<file path="config.mk">
export PLATFORM = sky130hd
export DESIGN_NAME = i2c_slave_ram
export DESIGN_NICKNAME = d
export VERILOG_FILES = /design/src/verilog/i2c_slave_pkg.sv /design/src/verilog/i2c_pin_sync.sv /design/src/verilog/i2c_slave_ram.sv
export VERILOG_INCLUDE_DIRS = /design/src /design/src/verilog
export SDC_FILE = /design/constraint.sdc
export NUM_CORES = 1
export LEC_CHECK = 0
export BUFFER_PORTS_ARGS = -buffer_cell sky130_fd_sc_hd__buf_4
export CORE_ASPECT_RATIO = 1.25
export CORE_MARGIN = 4
export CORE_UTILIZATION = 38
export DETAILED_ROUTE_END_ITERATION = 10
export PLACE_DENSITY = 0.5
export SYNTH_ARGS = -nofsm -noshare
export SYNTH_HDL_FRONTEND = slang
export SYNTH_SLANG_ARGS = --single-unit
</file>
<file path="constraint.sdc">
create_clock -name mclk_in -period 3.3 [get_ports mclk_in]
set_input_delay 0 -clock mclk_in [delete_from_list [all_inputs] [get_ports mclk_in]]
set_output_delay 0 -clock mclk_in [all_outputs]
set_load 0.03 [all_outputs]
</file>
<file path="src/verilog/i2c_slave_map.svh">
// register offsets, field positions, reset values and timing figures
// assumes an 8-bit register port and a 40 MHz system clock
`ifndef I2C_SLAVE_MAP_SVH
`define I2C_SLAVE_MAP_SVH

`define REG_CTRL       8'h00
`define REG_OWN_ADDR   8'h01
`define REG_STATUS     8'h02
`define REG_MASK       8'h03
`define REG_RX_DATA    8'h04
`define REG_TX_DATA    8'h05
`define REG_BUS_STATE  8'h06
`define REG_BUF_INDEX  8'h07
`define REG_BUF_DATA   8'h08

`define EV_START       0
`define EV_ADDR        1
`define EV_RX          2
`define EV_TX_REQ      3
`define EV_STOP        4
`define EV_NACK        5

`define CTRL_RESET     8'h00
`define ADDR_RESET     7'h00
`define SPEED_50K      2'h0
`define SPEED_100K     2'h1
`define SPEED_400K     2'h2

`define BUF_DEPTH      32
`define FILL_BYTE      8'hff

`define CLK_MHZ        40
`define HOLD_STD_NS    1000
`define HOLD_FAST_NS   300

`endif

</file>
<file path="src/verilog/i2c_slave_pkg.sv">
// shared types of the two-wire slave
// assumes nothing beyond a SystemVerilog compiler
package i2c_slave_pkg;

  typedef struct packed {
    logic       lvl;
    logic       rise;
    logic       fall;
  } pin_evt_t;

  typedef struct packed {
    logic       spare;
    logic       addr_all;
    logic       nack;
    logic [1:0] speed;
    logic       monitor;
    logic       buf_mode;
    logic       enable;
  } ctrl_t;

  typedef enum logic [2:0] {
    ST_IDLE,
    ST_ADDR,
    ST_ACK,
    ST_RX,
    ST_TX,
    ST_MACK
  } fsm_state_t;

endpackage

</file>
<file path="src/verilog/i2c_pin_sync.sv">
// two-flop synchroniser with edge detection for one bus line
// assumes the pin is asynchronous to mclk_in
`timescale 1ns/1ps
module i2c_pin_sync (
  input  wire logic                mclk_in,
  input  wire logic                reset_n_in,
  input  wire logic                pin_in,
  output i2c_slave_pkg::pin_evt_t  evt_out
);
  import i2c_slave_pkg::*;

  logic [2:0] sh_q;
  logic [2:0] sh_d;

  always_comb begin
    sh_d = {sh_q[1:0], pin_in};
  end

  always_ff @(posedge mclk_in) begin
    if (!reset_n_in) begin
      sh_q <= 3'h7;
    end else begin
      sh_q <= sh_d;
    end
  end

  // stage 0 feeds only stage 1; edges compare stages 1 and 2
  assign evt_out.lvl  = sh_q[1];
  assign evt_out.rise = sh_q[1] & ~sh_q[2];
  assign evt_out.fall = ~sh_q[1] & sh_q[2];
endmodule

</file>
<file path="src/verilog/i2c_slave_ram.sv">
// two-wire bus slave with stalling byte mode and a 32-byte no-stall buffer mode
// assumes open-drain pads outside, an 8-bit register port and a 40 MHz clock
// Operation
// - detect bus conditions, generate framing bits
// - slave only, transmit and receive
// - firmware exchanges whole bytes only
// - status polling or masked interrupt
// - works with bus clocks to 400 kHz
// - hardware 7-bit address compare
// - ten-bit and SMBus left to firmware
// - low-power bus monitoring mode
// - two dedicated pins, taken while enabled
// - all access through processor registers
// - default mode stalls until firmware services
// - buffered mode exposes 32-byte RAM
// - master sets buffer pointer by protocol
// - buffered mode never stalls the bus
// - bus speed selectable 50/100/400 kHz
// - no clock stretching in buffered mode
`timescale 1ns/1ps
`include "i2c_slave_map.svh"
module i2c_slave_ram (
  input  wire logic       mclk_in,
  input  wire logic       reset_n_in,
  input  wire logic [7:0] reg_addr_in,
  input  wire logic [7:0] reg_wdata_in,
  input  wire logic       reg_wr_in,
  input  wire logic       reg_rd_in,
  output logic      [7:0] reg_rdata_out,
  output logic            irq_out,
  input  wire logic       scl_in,
  output logic            scl_out_out,
  output logic            scl_oe_out,
  input  wire logic       sda_in,
  output logic            sda_out_out,
  output logic            sda_oe_out,
  input  wire logic       gpio_scl_low_in,
  input  wire logic       gpio_sda_low_in
);
  import i2c_slave_pkg::*;

  localparam int HOLD_STD_CYC  = (`HOLD_STD_NS * `CLK_MHZ + 999) / 1000;
  localparam int HOLD_FAST_CYC = (`HOLD_FAST_NS * `CLK_MHZ + 999) / 1000;

  pin_evt_t   scl;
  pin_evt_t   sda;
  ctrl_t      ctrl_q, ctrl_d;
  logic [6:0] own_q, own_d;
  logic [5:0] status_q, status_d, mask_q, mask_d;
  logic [7:0] tx_q, tx_d, rdata_q, rdata_d;
  logic [4:0] fw_idx_q, fw_idx_d;
  fsm_state_t state_q, state_d;
  logic [7:0] shreg_q, shreg_d, rxbyte_q, rxbyte_d;
  logic [3:0] bitcnt_q, bitcnt_d;
  logic [5:0] ptr_q, ptr_d, hold_q, hold_d, hold_sel;
  logic       rw_q, rw_d, first_q, first_d, mnack_q, mnack_d;
  logic       stall_q, stall_d, rel_q, rel_d, drv_q, drv_d, pend_q, pend_d;
  logic [5:0] ev;
  logic       go_tx, start_c, stop_c, fw_rx_rd, fw_tx_wr, fw_ram_we, ram_we;
  logic [7:0] ram_rd;
  logic [7:0] ram [0:`BUF_DEPTH-1];

  i2c_pin_sync u_scl (
    .mclk_in    (mclk_in),
    .reset_n_in (reset_n_in),
    .pin_in     (scl_in),
    .evt_out    (scl)
  );

  i2c_pin_sync u_sda (
    .mclk_in    (mclk_in),
    .reset_n_in (reset_n_in),
    .pin_in     (sda_in),
    .evt_out    (sda)
  );

  // start and stop are sda edges while scl is high
  assign start_c  = sda.fall & scl.lvl;
  assign stop_c   = sda.rise & scl.lvl;
  assign fw_rx_rd = reg_rd_in && reg_addr_in == `REG_RX_DATA;
  assign fw_tx_wr = reg_wr_in && reg_addr_in == `REG_TX_DATA;
  assign fw_ram_we = reg_wr_in && reg_addr_in == `REG_BUF_DATA;
  assign ram_rd   = ptr_q < 6'(`BUF_DEPTH) ? ram[ptr_q[4:0]] : `FILL_BYTE;
  assign hold_sel = ctrl_q.speed == `SPEED_400K ? 6'(HOLD_FAST_CYC) : 6'(HOLD_STD_CYC);

  // protocol engine
  always_comb begin
    state_d  = state_q;
    shreg_d  = shreg_q;
    rxbyte_d = rxbyte_q;
    bitcnt_d = bitcnt_q;
    ptr_d    = ptr_q;
    rw_d     = rw_q;
    first_d  = first_q;
    mnack_d  = mnack_q;
    stall_d  = stall_q;
    rel_d    = rel_q;
    drv_d    = drv_q;
    pend_d   = pend_q;
    hold_d   = hold_q;
    ev       = 6'h00;
    go_tx    = 1'b0;
    ram_we   = 1'b0;
    // sda changes a hold time after scl falls
    if (hold_q != 6'h00) begin
      hold_d = hold_q - 6'h01;
      if (hold_q == 6'h01) begin
        drv_d = pend_q;
      end
    end
    if (stall_q && rel_q && hold_q == 6'h00) begin
      stall_d = 1'b0;
      rel_d   = 1'b0;
    end
    if (fw_rx_rd && stall_q && !rw_q) begin
      rel_d = 1'b1;
    end
    if (fw_tx_wr && stall_q && rw_q) begin
      shreg_d = reg_wdata_in;
      pend_d  = ~reg_wdata_in[7];
      hold_d  = hold_sel;
      rel_d   = 1'b1;
    end
    if (!ctrl_q.enable) begin
      state_d = ST_IDLE;
      stall_d = 1'b0;
      rel_d   = 1'b0;
      drv_d   = 1'b0;
      hold_d  = 6'h00;
    end else if (start_c) begin
      ev[`EV_START] = 1'b1;
      state_d  = ctrl_q.monitor ? ST_IDLE : ST_ADDR;
      bitcnt_d = 4'h0;
      stall_d  = 1'b0;
      drv_d    = 1'b0;
      hold_d   = 6'h00;
    end else if (stop_c) begin
      ev[`EV_STOP] = 1'b1;
      state_d = ST_IDLE;
      stall_d = 1'b0;
      drv_d   = 1'b0;
      hold_d  = 6'h00;
    end else begin
      case (state_q)
        ST_ADDR, ST_RX: begin
          if (scl.rise) begin
            shreg_d  = {shreg_q[6:0], sda.lvl};
            bitcnt_d = bitcnt_q + 4'h1;
          end else if (scl.fall && bitcnt_q == 4'h8) begin
            rxbyte_d = shreg_q;
            pend_d   = ~ctrl_q.nack;
            hold_d   = hold_sel;
            state_d  = ST_ACK;
            if (state_q == ST_ADDR) begin
              if (shreg_q[7:1] == own_q || ctrl_q.addr_all) begin
                ev[`EV_ADDR] = 1'b1;
                rw_d    = shreg_q[0];
                first_d = 1'b1;
                stall_d = !ctrl_q.buf_mode && !shreg_q[0];
              end else begin
                state_d = ST_IDLE;
                hold_d  = 6'h00;
              end
            end else begin
              ev[`EV_RX] = 1'b1;
              stall_d = !ctrl_q.buf_mode;
              if (ctrl_q.buf_mode && first_q) begin
                ptr_d   = shreg_q > 8'h1f ? 6'(`BUF_DEPTH) : shreg_q[5:0];
                first_d = 1'b0;
              end else if (ctrl_q.buf_mode && ptr_q < 6'(`BUF_DEPTH)) begin
                ram_we = 1'b1;
                ptr_d  = ptr_q + 6'h01;
              end
            end
          end
        end
        ST_ACK: begin
          if (scl.fall) begin
            bitcnt_d = 4'h0;
            if (rw_q) begin
              state_d = ST_TX;
              go_tx   = 1'b1;
            end else begin
              state_d = ST_RX;
              pend_d  = 1'b0;
              hold_d  = hold_sel;
            end
          end
        end
        ST_TX: begin
          if (scl.rise) begin
            bitcnt_d = bitcnt_q + 4'h1;
          end else if (scl.fall) begin
            hold_d = hold_sel;
            if (bitcnt_q == 4'h8) begin
              state_d = ST_MACK;
              pend_d  = 1'b0;
            end else begin
              shreg_d = {shreg_q[6:0], 1'b0};
              pend_d  = ~shreg_q[6];
            end
          end
        end
        ST_MACK: begin
          if (scl.rise) begin
            mnack_d = sda.lvl;
          end else if (scl.fall) begin
            if (mnack_q) begin
              ev[`EV_NACK] = 1'b1;
              state_d = ST_IDLE;
            end else begin
              state_d  = ST_TX;
              bitcnt_d = 4'h0;
              go_tx    = 1'b1;
            end
          end
        end
        default: begin
          state_d = ST_IDLE;
        end
      endcase
    end
    if (go_tx) begin
      hold_d = hold_sel;
      if (ctrl_q.buf_mode) begin
        shreg_d = ram_rd;
        pend_d  = ~ram_rd[7];
        if (ptr_q < 6'(`BUF_DEPTH)) begin
          ptr_d = ptr_q + 6'h01;
        end
      end else begin
        ev[`EV_TX_REQ] = 1'b1;
        stall_d = 1'b1;
        pend_d  = 1'b0;
      end
    end
  end

  always_ff @(posedge mclk_in) begin
    if (!reset_n_in) begin
      state_q  <= ST_IDLE;
      shreg_q  <= 8'h00;
      rxbyte_q <= 8'h00;
      bitcnt_q <= 4'h0;
      ptr_q    <= 6'h00;
      rw_q     <= 1'b0;
      first_q  <= 1'b0;
      mnack_q  <= 1'b0;
      stall_q  <= 1'b0;
      rel_q    <= 1'b0;
      drv_q    <= 1'b0;
      pend_q   <= 1'b0;
      hold_q   <= 6'h00;
    end else begin
      state_q  <= state_d;
      shreg_q  <= shreg_d;
      rxbyte_q <= rxbyte_d;
      bitcnt_q <= bitcnt_d;
      ptr_q    <= ptr_d;
      rw_q     <= rw_d;
      first_q  <= first_d;
      mnack_q  <= mnack_d;
      stall_q  <= stall_d;
      rel_q    <= rel_d;
      drv_q    <= drv_d;
      pend_q   <= pend_d;
      hold_q   <= hold_d;
    end
  end

  // buffer storage, shared by bus writes and firmware
  always_ff @(posedge mclk_in) begin
    if (ram_we) begin
      ram[ptr_q[4:0]] <= shreg_q;
    end
    if (fw_ram_we) begin
      ram[fw_idx_q] <= reg_wdata_in;
    end
  end

  // register file
  always_comb begin
    ctrl_d   = ctrl_q;
    own_d    = own_q;
    mask_d   = mask_q;
    tx_d     = tx_q;
    fw_idx_d = fw_idx_q;
    status_d = status_q;
    rdata_d  = 8'h00;
    if (reg_wr_in) begin
      case (reg_addr_in)
        `REG_CTRL:      ctrl_d   = reg_wdata_in;
        `REG_OWN_ADDR:  own_d    = reg_wdata_in[6:0];
        `REG_STATUS:    status_d = status_q & ~reg_wdata_in[5:0];
        `REG_MASK:      mask_d   = reg_wdata_in[5:0];
        `REG_TX_DATA:   tx_d     = reg_wdata_in;
        `REG_BUF_INDEX: fw_idx_d = reg_wdata_in[4:0];
        default:        rdata_d  = 8'h00;
      endcase
    end
    status_d = status_d | ev;
    if (reg_rd_in) begin
      case (reg_addr_in)
        `REG_CTRL:      rdata_d = ctrl_q;
        `REG_OWN_ADDR:  rdata_d = {1'b0, own_q};
        `REG_STATUS:    rdata_d = {2'h0, status_q};
        `REG_MASK:      rdata_d = {2'h0, mask_q};
        `REG_RX_DATA:   rdata_d = rxbyte_q;
        `REG_TX_DATA:   rdata_d = tx_q;
        `REG_BUS_STATE: rdata_d = {stall_q, rw_q, ptr_q};
        `REG_BUF_INDEX: rdata_d = {3'h0, fw_idx_q};
        `REG_BUF_DATA:  rdata_d = ram[fw_idx_q];
        default:        rdata_d = 8'h00;
      endcase
    end
  end

  always_ff @(posedge mclk_in) begin
    if (!reset_n_in) begin
      ctrl_q   <= `CTRL_RESET;
      own_q    <= `ADDR_RESET;
      mask_q   <= 6'h00;
      tx_q     <= 8'h00;
      fw_idx_q <= 5'h00;
      status_q <= 6'h00;
      rdata_q  <= 8'h00;
    end else begin
      ctrl_q   <= ctrl_d;
      own_q    <= own_d;
      mask_q   <= mask_d;
      tx_q     <= tx_d;
      fw_idx_q <= fw_idx_d;
      status_q <= status_d;
      rdata_q  <= rdata_d;
    end
  end

  // pins are handed to general-purpose use while disabled
  assign reg_rdata_out = rdata_q;
  assign irq_out       = |(status_q & mask_q);
  assign scl_out_out   = 1'b0;
  assign sda_out_out   = 1'b0;
  assign scl_oe_out    = ctrl_q.enable ? stall_q : gpio_scl_low_in;
  assign sda_oe_out    = ctrl_q.enable ? drv_q : gpio_sda_low_in;

  chk_stall_buf_mode: assert property (@(posedge mclk_in) disable iff (!reset_n_in)
    $rose(stall_q) |-> !ctrl_q.buf_mode) else $error("stall raised in buffer mode");
  chk_monitor_quiet: assert property (@(posedge mclk_in) disable iff (!reset_n_in)
    ctrl_q.enable && ctrl_q.monitor && $past(ctrl_q.monitor) && state_q == ST_IDLE
      |-> (state_q != ST_ADDR) [*2]) else $error("monitor mode left idle");
  chk_pins_gpio: assert property (@(posedge mclk_in) disable iff (!reset_n_in)
    !ctrl_q.enable |-> sda_oe_out == gpio_sda_low_in && scl_oe_out == gpio_scl_low_in)
    else $error("pins not handed to gpio");
  chk_addr_match: assert property (@(posedge mclk_in) disable iff (!reset_n_in)
    state_q == ST_ADDR && scl.fall && bitcnt_q == 4'h8 && shreg_q[7:1] != own_q
      && !ctrl_q.addr_all && !start_c && !stop_c |=> state_q == ST_IDLE)
    else $error("foreign address accepted");
  chk_irq_follows: assert property (@(posedge mclk_in) disable iff (!reset_n_in)
    $rose(status_q[`EV_RX]) && mask_q[`EV_RX] |-> irq_out) else $error("irq missing");
  chk_release_read: assert property (@(posedge mclk_in) disable iff (!reset_n_in)
    stall_q && !rw_q && fw_rx_rd && ctrl_q.enable && !start_c && !stop_c
      |-> ##[1:45] !stall_q) else $error("stall not released after read");
  chk_ptr_advance: assert property (@(posedge mclk_in) disable iff (!reset_n_in)
    ram_we && !start_c && !stop_c |=> ptr_q == $past(ptr_q) + 6'h01)
    else $error("buffer pointer did not advance");
  chk_first_loads: assert property (@(posedge mclk_in) disable iff (!reset_n_in)
    ctrl_q.enable && ctrl_q.buf_mode && state_q == ST_RX && scl.fall && bitcnt_q == 4'h8
      && first_q && shreg_q < 8'h20 && !start_c && !stop_c |=> ptr_q == $past(shreg_q[5:0]))
    else $error("first byte did not load pointer");
  chk_byte_whole: assert property (@(posedge mclk_in) disable iff (!reset_n_in)
    $rose(status_q[`EV_RX]) |-> $past(bitcnt_q) == 4'h8) else $error("partial byte flagged");
endmodule
</file>
After elaboration in Yosys (flattened, before gate mapping)
Memories as Yosys holds them, arrays and structs flattened. A register that Yosys moved wholly into a read port is not among the register bits. Cells that the tools add are included.

Bits in registers: 96. Bits in writable memories: 256. Output and inout bits: 13. Word-level logic and storage cells: 276. Memories kept: 1.

Add/subtract/negate cells: 3. Order comparisons: 2. Equality and inequality tests: 32. Multiplexer cells: 146. Bitwise gates (word level): 23. Reductions and logical operators: 41.

Memories: ram (depth 32, bits a word 8, read ports 2, clocked after Yosys merged registers in 2, write ports 2, line i2c_slave_ram.sv:61) `` logic [7:0] ram [0:`BUF_DEPTH-1]; ``.

Operator list (count): $mux 6 (30); $mux 8 (11); $pmux 8 s9 (1); $mux 1 (66); $mux 3 (13); $eq 8x3->1 const B (4); $ne 4x4->1 const B (8); $reduce_and 8->1 (4); $mux 4 (7); $mux 2 (9); $pmux 6 s3 (1); $eq 8x2->1 const B (2); $pmux 8 s2 (1); $reduce_and 2->1 (8); $mux 5 (3); $logic_and 1x1->1 (13); $not 1->1 (13); $and 6x6->6 (2); $ne 3x3->1 const B (4); $pmux 3 s4 (1); $pmux 4 s3 (1); $eq 8x1->1 const B (1); $eq 8x4->1 const B (1); $gt 8x5->1 const B (1); 33 further kinds (42).

Logic depth before layout (Yosys ltp)
Gate-level depths: netlist of run 1.

Depth in word-level cells: 15. Depth in mapped cells: 10.

Hierarchy
From an unflattened synthesis of run 1, not the netlist that was laid out.

Cell total of the unflattened synthesis: 1626. Area, all modules: 20766.2 sq um.

Modules (own cells, without submodules): i2c_slave_ram (times used 1, cells an instance 1608, area each 20568.5 sq um); i2c_pin_sync (times used 2, cells an instance 9, area each 98.8 sq um).

Least setup slack after synthesis of run 1
No wires, ideal clock.

Path type: reg-to-reg. From: register state_q[2]. To: memory ram[0][0], enable pin. Library setup time: 384 ps. Data arrival time: 2282 ps. Setup slack: 634 ps. Cell stages (with the launch flop): 8. Buffers on the path: 2. Period minus slack after synthesis: 2666 ps. Path through: dfxtp_1 buf_4 nor2b_1 clkbuf_1 nand4_1 nor4_1 nand2_1 o21ai_0.

RTL lines: start, declared (line i2c_slave_ram.sv:52) `fsm_state_t state_q, state_d;`; start signal, assigned (line i2c_slave_ram.sv:255) `state_q <= state_d;`; end, declared (line i2c_slave_ram.sv:61).

==> impl_metrics.csv, run 1 <==
group,metric,value,unit
job,cap_viol_max_count,0,
place,gp_congestion,0.973,
worst_setup_path,cp_max_fo,8,
power,powerDensity,404,nW/µm²
hold_path,whs_endpoint,"own_q[1]",
sta,period_minus_slack,3030,ps
cells_and_area,drive_gt1_frac,0.343,
clock_tree,clk_pin_slew,60,ps
floorplanning,boundaryPins,37,
synthesis,synth_edf_count,256,
power,peakVddDrop,0.373,mV
synthesis,synthesis.area,21100,µm²
worst_setup_path,worstReg2RegStart,"bitcnt_q[0]",
worst_setup_path,cp.arrival,3300,ps
clock_tree,cts_sinks,357,
synthesis,synth_cells,1727,
clock_tree,cts_tree,"built",
power,power,9.69,mW
worst_setup_path,crit_type,"reg -> reg",
sta,final-hold-violation-count,1,
sta,setup_viol,0,
clock_tree,cts_buffers,40,
sta,drv_slew,0,
synthesis,synth.distinct_cells,83,
clock_tree,htreeDepth,2,
synthesis,ys.flop_type,"edfxtp_1",
floorplanning,std_cell_rows,96,
synthesis,syn_avg_cell_area,12.2,µm²
hold_path,min_from,"reg_wdata_in[1]",
worst_setup_path,rr_endpoint,"ram[17][2]",
drt,drt_iter0_drc,1879,
synthesis,synth_area_leaders,"edfxtp_1, mux2_2, mux4_2, dfxtp_1, mux2i_1",
sta,period_share,0.918,
clock_tree,clock_latency,580,ps
global_route,grt_usage,0.259,
synthesis,ys_ff_latch,357,
sta,fin_worst_skew,29.7,ps
drt,drc,0,
place,portBuffers,34,
sta,worst_slack,271,ps
global_route,grt_max_degree,40,
drt,dr.pass1.iters,6,
power,p_leak,7.94,nW
clock_tree,cts_root_buf,"clkbuf_16",
drt,wire_per_inst,31.1,µm
floorplanning,die-width,219,µm
drt,ant_nets,0,
worst_setup_path,required,3570,ps
floorplanning,dieArea,59500,µm²
sta,relSlewSlack,0.218,
global_route,antenna_found_initial,3,
synthesis,synth_top_area_frac,0.364,
floorplanning,start_util,0.384,
drt,wl,78600,µm
outcome,violations,"hold timing",
sta,fmax,330,MHz
floorplanning,die_height,272,µm
drt,viasPerCell,6.21,
place,pre_cts_slack,330,ps
outcome,status,"finished, violations left",
sta,tns,0,ps
hold_path,hold_class,"in -> reg",
synthesis,synth_seq_area_share,0.459,
sta,rsz0062_at_grt,"false",
drt,dr_total_vias,15700,
cells_and_area,areaGrowthSynthToFinish,13.5,%
worst_setup_path,start_kind,"flip-flop",
clock_tree,cts_max_path_buffers,3,
synthesis,async_flop_share,0,
worst_setup_path,end_kind,"flip-flop",
cells_and_area,nets,1793,
synthesis,synth_largest_area_cell,"edfxtp_1",
synthesis,ys_warn_count,0,
worst_setup_path,worst_r2r_path_depth,10,
floorplanning,coreArea,55000,µm²
global_route,grt_pass1_vias,15400,
worst_setup_path,r2r_slack,270,ps
hold_path,worstHoldPathCells,3,
clock_tree,cts_resized,0,
global_route,grt_overflow_total,0,
synthesis,synth_common_cells,"mux2_2, edfxtp_1, mux2i_1, clkbuf_1, nand2_1",
sta,tightest_slew,1170,ps
place,dp_hpwl,53500,µm
global_route,grt_pass1_wl,112000,µm
sta,worst_hold_slack,-0.651,ps
synthesis,post-synth-top-count-cell,"mux2_2",
## kinds of logic after synthesis
logic type | share of synthesized area
multiplexers | 0.315
AND/OR/NAND/NOR | 0.104
flip-flops | 0.459
AO/OA/AOI/OAI | 0.0735
buffers and inverters | 0.0378
XOR/XNOR | 0.00539
adder cells (fa/ha/maj) | 0.00474
other | 0.000177
## timing repair
action,in CTS,in global routing
setup buffers,0,0
hold endpoints to repair,21,0
hold buffers,9,0
## how the worst max path moves through the flow
stage           startpoint          to  slack [ps]  cells past startpoint
3_3_place_gp   bitcnt_q[0]  ram[12][6]         340                     10
4_1_cts        bitcnt_q[0]   ram[6][7]         290                     10
5_1_grt        bitcnt_q[0]  ram[17][0]         170                     10
3_5_place_dp   bitcnt_q[0]   ram[6][2]         330                     10
6_report       bitcnt_q[0]  ram[17][2]         270                     10
2_1_floorplan   state_q[2]   ram[0][0]         630                      7
## placed cells by master, fill, tap and decap left out, drive strengths merged, types with 13 or more instances in the layout
| cell | instances |
|---|---|
| a21oi | 36 |
| nor4 | 15 |
| o22ai | 32 |
| nor2b | 27 |
| nand2b | 20 |
| o21ai | 71 |
| nand3 | 32 |
| clkbuf | 55 |
| a22oi | 26 |
| dfxtp | 101 |
| mux4 | 97 |
| mux2i | 143 |
| buf | 153 |
| edfxtp | 256 |
| inv | 16 |
| a211oi | 13 |
| nor3 | 17 |
| nor2 | 113 |
| nand2 | 106 |
| mux2 | 270 |
## state kept, by name, indices dropped and copies added, names as in the netlist, 3 cells and up, named ones only
signal         flops
bitcnt_q           4
u_scl.sh_q         3
fw_idx_q           5
reg_rdata_out      8
ctrl_q             8
own_q              7
state_q            3
u_sda.sh_q         3
hold_q             6
rxbyte_q           8
ptr_q              6
status_q           6
shreg_q            8
mask_q             6
ram              256
tx_q               8
## final cells by class
class                   count  area, µm²
flip-flops and latches    357       9720
multi-input cells        1185      10600
diodes                      2       5.00
fillers                  5170      31000
inverters                  15       56.3
well taps                 735        920
repair buffers            162       1310
clock buffers              55       1170
clock inverters            13        168
## through the flow
step / cells / util / instance area [µm²]
2_1_floorplan: 1728 / - / 21100
4_1_cts: 2522 / 0.436 / 24000
3_3_place_gp: 2445 / 0.410 / 22600
5_1_grt: 2522 / 0.436 / 24000
3_5_place_dp: 2445 / 0.410 / 22600
6_report: 2524 / 0.436 / 24000
## critical path: stages, from the launching register on
cell and delay (ps):
dfxtp_1 340, inv_1 70, ha_1 160, nand3b_1 160
nor2_1 170, nand4_1 190, nor4_1 400, buf_4 200
nand2_1 390, o21ai_0 410, buf_4 230
## where the power goes
| part | total, mW | switching, mW | leakage, nW | internal, mW |
|---|---|---|---|---|
| Sequential | 4.74 | 0.00411 | 2.79 | 4.74 |
| Combinational | 0.217 | 0.162 | 4.49 | 0.0545 |
| Clock | 4.73 | 1.94 | 0.660 | 2.80 |
## per-layer routing
layer | up-vias | global-route usage | routed length [µm]
li1 | 6684 | - | -
met1 | 8157 | 0.324 | 31100
met2 | 662 | 0.448 | 39300
met3 | 166 | 0.0406 | 4620
met4 | 2 | 0.0985 | 3630
met5 | - | 0 | 13
No activity file was read; power rests on OpenSTA's default activity.
==> inputs of run 2 (changes only) <==
PLACE_DENSITY = unset   (was 0.5)
==> run 2 against run 1 <==
Net effect:
- the run now ends clean
- sequential cell count did not move
- clock skew fell by 9.6 ps
- clock-buffer cell count fell by 1
- sequential share of layout area rose by 0.30 points
- die area did not move
==> impl_metrics.csv, run 2 (same netlist as run 1, synthesis figures left out) <==
group,metric,value,unit
clock_tree,clock_latency,550,ps
global_route,grt_overflow_total,0,
floorplanning,die-width,219,µm
cells_and_area,regArea,9720,µm²
worst_setup_path,worst_path_largest_cell_delay,450,ps
worst_setup_path,crit_family,"simple AND/OR/NAND/NOR gates",
floorplanning,boundaryPins,37,
global_route,grt_pass1_vias,15600,
cells_and_area,diodes,0,
power,power_frac_comb,0.022,
power,powerDensity,394,nW/µm²
clock_tree,cts_buffers,39,
worst_setup_path,slowest_stage,"nand2_1",
floorplanning,dieArea,59500,µm²
hold_path,worstHoldPathCells,3,
power,seqPwrFrac,0.506,
clock_tree,htreeDepth,2,
hold_path,whs_endpoint,"tx_q[7]",
place,placed_cell_area,22500,µm²
cells_and_area,areaGrowthSynthToFinish,12.7,%
worst_setup_path,cp.arrival,3140,ps
power,p_int,7.36,mW
drt,dr_total_vias,15700,
drt,viasPerCell,6.23,
cells_and_area,fin_util,0.433,
outcome,status,"finished, final reports clean",
floorplanning,start_util,0.384,
sta,tns,0,ps
worst_setup_path,path_buf_inv,3,
clock_tree,cts_max_path_buffers,3,
cells_and_area,multi_input_area,10600,µm²
cells_and_area,fin_area,23800,µm²
clock_tree,cts_setup_buffers,0,
worst_setup_path,required,3550,ps
cells_and_area,largest_reg_flops,256,
cells_and_area,drive_gt1_frac,0.339,
sta,setup_viol,0,
global_route,antenna_found_initial,1,
global_route,grt_max_degree,40,
clock_tree,cts_root_buf,"clkbuf_16",
floorplanning,die_height,272,µm
power,switching_share,0.214,
drt,drc,0,
worst_setup_path,start_kind,"flip-flop",
place,portBuffers,34,
sta,relSlewSlack,0.351,
worst_setup_path,cp_max_fo,8,
sta,rsz0062_at_grt,"false",
worst_setup_path,worstReg2RegStart,"bitcnt_q[0]",
power,p_sw,2.01,mW
hold_path,min_from,"reg_wdata_in[7]",
drt,wl,74500,µm
power,power,9.37,mW
sta,final-hold-violation-count,0,
floorplanning,coreArea,55000,µm²
drt,wire_per_inst,29.6,µm
worst_setup_path,end_kind,"flip-flop",
clock_tree,cts_resized,0,
worst_setup_path,critical_path.most_common_cell,"buf_4",
power,peakVddDrop,0.318,mV
cells_and_area,nFillCells,5141,
power,p_leak,7.85,nW
place,dp_hpwl,51200,µm
worst_setup_path,crit_type,"reg -> reg",
sta,fmax,346,MHz
sta,tightest_slew,972,ps
job,cap_viol_max_count,0,
cells_and_area,final_cell_mix,"mux2_2, edfxtp_1, mux2i_1, buf_4, nand2_1",
worst_setup_path,rr_endpoint,"ram[30][3]",
worst_setup_path,r2r_slack,410,ps
power,pwr-share-clk,0.471,
worst_setup_path,worst_r2r_path_depth,10,
drt,ant_nets,0,
clock_tree,cts_sinks,357,
worst_setup_path,crit_chain,"inv_1, ha_1, nand3b_1, nor2_1, nand4_1, nor4_1, buf_4, nand2_1, o21ai_0, buf_4",
cells_and_area,mostFrequentLayoutCell,"mux2_2",
sta,period_minus_slack,2890,ps
clock_tree,cts_tree,"built",
hold_path,hold_class,"in -> reg",
clock_tree,clk_pin_slew,60,ps
drt,drt_iter0_drc,1527,
global_route,grt_usage,0.244,
global_route,grt_pass1_wl,108000,µm
place,gp_congestion,1.01,
cells_and_area,nets,1785,
sta,drv_slew,0,
drt,dr.pass1.iters,5,
floorplanning,std_cell_rows,96,
sta,fin_worst_skew,20.1,ps
sta,period_share,0.876,
cells_and_area,largest-register,"ram",
## run 2: changes by cell type in the layout (fill, tap and decap cells not counted), sizes merged
| cell | previous run | this run |
|---|---|---|
| buf | 153 | 147 |
| diode | 2 | 0 |
| dlygate4sd3 | 9 | 8 |
| bufinv | 4 | 3 |
| clkinvlp | 0 | 2 |
| inv | 16 | 15 |
| clkbuf | 55 | 54 |
| clkinv | 8 | 9 |
## run 2: power groups by stage
stage / clock network [mW] / logic, mW / registers (mW)
4_1_cts: 4.47 / 0.207 / 4.74
6_report: 4.42 / 0.209 / 4.74
2_1_floorplan: 0 / 0.112 / 4.84
3_5_place_dp: 0 / 0.198 / 4.84
5_1_grt: 4.63 / 0.216 / 4.74
3_3_place_gp: 0 / 0.198 / 4.84
## run 2: worst max path at each step
stage                startpoint          to  slack (ps)  cells after the start
floorplan            state_q[2]   ram[0][0]         630                      7
global placement    bitcnt_q[0]   ram[1][6]         490                     10
detailed placement  bitcnt_q[0]   ram[1][5]         510                     10
CTS                 bitcnt_q[0]   ram[1][5]         470                     10
global route        bitcnt_q[0]   ram[4][6]         260                     10
finish              bitcnt_q[0]  ram[30][3]         410                     10
## run 2: final cells by class
cell class,instances,area share
clock buffer,54,0.0464
clock inverter,14,0.00610
inverter,15,0.00236
multi-input combinational,1185,0.446
sequential,357,0.408
tap,735,0.0386
timing repair buffer,155,0.0518
## run 2: timing repair
action / in CTS / in global routing
endpoints found under the setup margin: 0 / 0
hold endpoints to repair: 20 / 0
hold buffers: 8 / 0
## run 2: metal layers
| metal | GRT usage | wire length, µm | vias to the layer above |
|---|---|---|---|
| li1 | - | - | 6682 |
| met1 | 0.290 | 27500 | 8000 |
| met2 | 0.417 | 36600 | 782 |
| met3 | 0.0455 | 5480 | 196 |
| met4 | 0.133 | 4950 | 2 |
| met5 | 0 | 8 | - |
## run 2: stage by stage
| step | hold slack [ps] | std cells | worst slack [ps] |
|---|---|---|---|
| after global placement | 183 | 2439 | 491 |
| after detailed placement | 189 | 2439 | 505 |
| after CTS | 10.2 | 2515 | 471 |
| after global routing | 56.8 | 2515 | 262 |
| after floorplan | 101 | 1728 | 634 |
| final | 29.4 | 2515 | 411 |
## run 2: tightest hold or removal path: cells and delay by family
family,cells,cell delay [ps]
buffers and inverters,1,270
multiplexers,1,200
AND/OR/NAND/NOR,1,50
==> inputs of run 3 (changes only) <==
CORE_MARGIN = 5   (was 4)
SLEW_MARGIN = 0   (was unset)
==> run 3 against run 2 <==
Net effect:
- register-to-register slack worse by 40 ps
- maximum frequency down 1.3%
- largest power group unchanged
- clock skew up 2.6 ps
- cell area up 0.26%
- highest routed layer is now met4
- clock power about the same
- first-iteration DRC count up 8.1%
- global-route usage down 0.56 points
==> impl_metrics.csv, run 3 (same netlist as run 1, synthesis figures left out) <==
group,metric,value,unit
worst_setup_path,cp.arrival,3190,ps
floorplanning,coreArea,55000,µm²
clock_tree,cts_root_buf,"clkbuf_16",
floorplanning,std_cell_rows,96,
sta,drv_slew,0,
sta,tns,0,ps
cells_and_area,regArea,9720,µm²
sta,rsz0062_at_grt,"false",
drt,dr_total_vias,15800,
sta,final-hold-violation-count,0,
place,gp_congestion,1.12,
power,powerDensity,393,nW/µm²
clock_tree,cts_sinks,357,
clock_tree,htreeDepth,2,
worst_setup_path,start_kind,"flip-flop",
sta,relSlewSlack,0.381,
global_route,grt_max_degree,47,
floorplanning,boundaryPins,37,
clock_tree,cts_resized,0,
drt,drt_iter0_drc,1651,
clock_tree,clock_latency,550,ps
sta,fin_worst_skew,22.7,ps
drt,dr.pass1.iters,5,
global_route,antenna_found_initial,2,
clock_tree,clk_pin_slew,60,ps
sta,period_minus_slack,2930,ps
floorplanning,start_util,0.384,
drt,wire_per_inst,29.6,µm
worst_setup_path,cp_max_fo,8,
cells_and_area,largest_reg_flops,256,
worst_setup_path,worst_path_largest_cell_delay,440,ps
job,cap_viol_max_count,0,
worst_setup_path,end_kind,"flip-flop",
clock_tree,cts_tree,"built",
sta,fmax,342,MHz
worst_setup_path,path_buf_inv,3,
worst_setup_path,crit_family,"simple AND/OR/NAND/NOR gates",
worst_setup_path,slowest_stage,"nand2_1",
floorplanning,die_height,274,µm
global_route,grt_pass1_wl,108000,µm
clock_tree,cts_max_path_buffers,3,
cells_and_area,mostFrequentLayoutCell,"mux2_2",
place,pre_cts_slack,394,ps
clock_tree,cts_buffers,39,
cells_and_area,largest-register,"ram",
sta,setup_viol,0,
sta,period_share,0.887,
drt,drc,0,
drt,ant_nets,0,
power,p_leak,7.89,nW
cells_and_area,final_cell_mix,"mux2_2, edfxtp_1, buf_4",
sta,worst_slack,372,ps
cells_and_area,multi_input_area,10600,µm²
place,dp_hpwl,50800,µm
global_route,grt_usage,0.239,
hold_path,hold_class,"in -> reg",
outcome,status,"finished, final reports clean",
cells_and_area,drive_gt1_frac,0.346,
global_route,grt_overflow_total,0,
worst_setup_path,required,3560,ps
sta,tightest_slew,928,ps
cells_and_area,areaGrowthSynthToFinish,13.0,%
global_route,grt_pass1_vias,15500,
worst_setup_path,crit_type,"reg -> reg",
worst_setup_path,critical_path.most_common_cell,"buf_4",
power,peakVddDrop,0.313,mV
worst_setup_path,crit_chain,"inv_1, ha_1, nand3b_1, nor2_1, nand4_1, nor4_1, buf_4, nand2_1, o21ai_0, buf_4",
drt,wl,74700,µm
cells_and_area,nets,1790,
place,portBuffers,34,
drt,viasPerCell,6.27,
cells_and_area,nFillCells,5115,
cells_and_area,fin_util,0.434,
floorplanning,dieArea,60500,µm²
floorplanning,die-width,221,µm
-- run 3: changes by cell type in the layout (fill, tap and decap cells not counted), sizes merged --
cell         delta
clkinv          +6
dlygate4sd3     -2
bufinv          +1
inv             +2
buf             +7
diode           +4
clkbuf          -7
-- run 3: metrics by stage --
| step | area [µm²] | hold slack [ps] | instances | total power [mW] |
|---|---|---|---|---|
| after floorplan | 21100 | 101 | 1728 | 4.95 |
| after global placement | 22500 | 194 | 2446 | 5.04 |
| after detailed placement | 22500 | 191 | 2446 | 5.04 |
| after CTS | 23900 | 1.95 | 2522 | 9.45 |
| after global routing | 23900 | 22.0 | 2522 | 9.62 |
| final | 23900 | 10.4 | 2526 | 9.39 |
-- run 3: what timing repair did --
item | 4_1_cts | 5_1_grt
setup buffers | 0 | 0
endpoints found under the setup margin | 0 | 0
hold endpoints to repair | 17 | 0
hold buffers | 6 | 0
-- run 3: area by class of cell --
| type | instances | share of cell area |
|---|---|---|
| diodes | 4 | 0.000419 |
| well taps | 735 | 0.0385 |
| clock inverters | 23 | 0.0102 |
| multi-input cells | 1185 | 0.445 |
| clock buffers | 47 | 0.0430 |
| flip-flops and latches | 357 | 0.407 |
| repair buffers | 160 | 0.0530 |
| inverters | 15 | 0.00236 |
-- run 3: worst reg2reg max path: stages, from the launching register on --
cell      delay, ps
dfxtp_1         340
inv_1            70
ha_1            150
nand3b_1        150
nor2_1          190
nand4_1         170
nor4_1          310
buf_4           180
nand2_1         440
o21ai_0         420
buf_4           210
-- run 3: worst paths after layout --
| kind | from | to | slack [ps] | depth (start not counted) |
|---|---|---|---|---|
| setup / recovery | bitcnt_q[0] | ram[26][6] | 370 | 10 |
| hold / removal | reg_addr_in[2] | reg_rdata_out[5] | 10 | 3 |
| setup reg to reg | bitcnt_q[0] | ram[26][6] | 370 | 10 |
| hold reg to reg | u_sda.sh_q[0] | u_sda.sh_q[1] | 400 | 1 |
-- run 3: metal layers --
layer,wire [µm],vias up,global-route usage,part of all wire
li1,-,6703,-,-
met1,26900,8033,0.281,0.36
met2,35900,839,0.403,0.48
met3,6130,256,0.0478,0.082
met4,5660,0,0.148,0.076
met5,0,-,0,0
-- run 3: where the power goes --
group / switching [mW] / internal [mW] / total, mW
sequential: 0.00493 / 4.74 / 4.75
clock: 1.89 / 2.55 / 4.44
combinational: 0.156 / 0.0511 / 0.207
total: 2.05 / 7.34 / 9.39
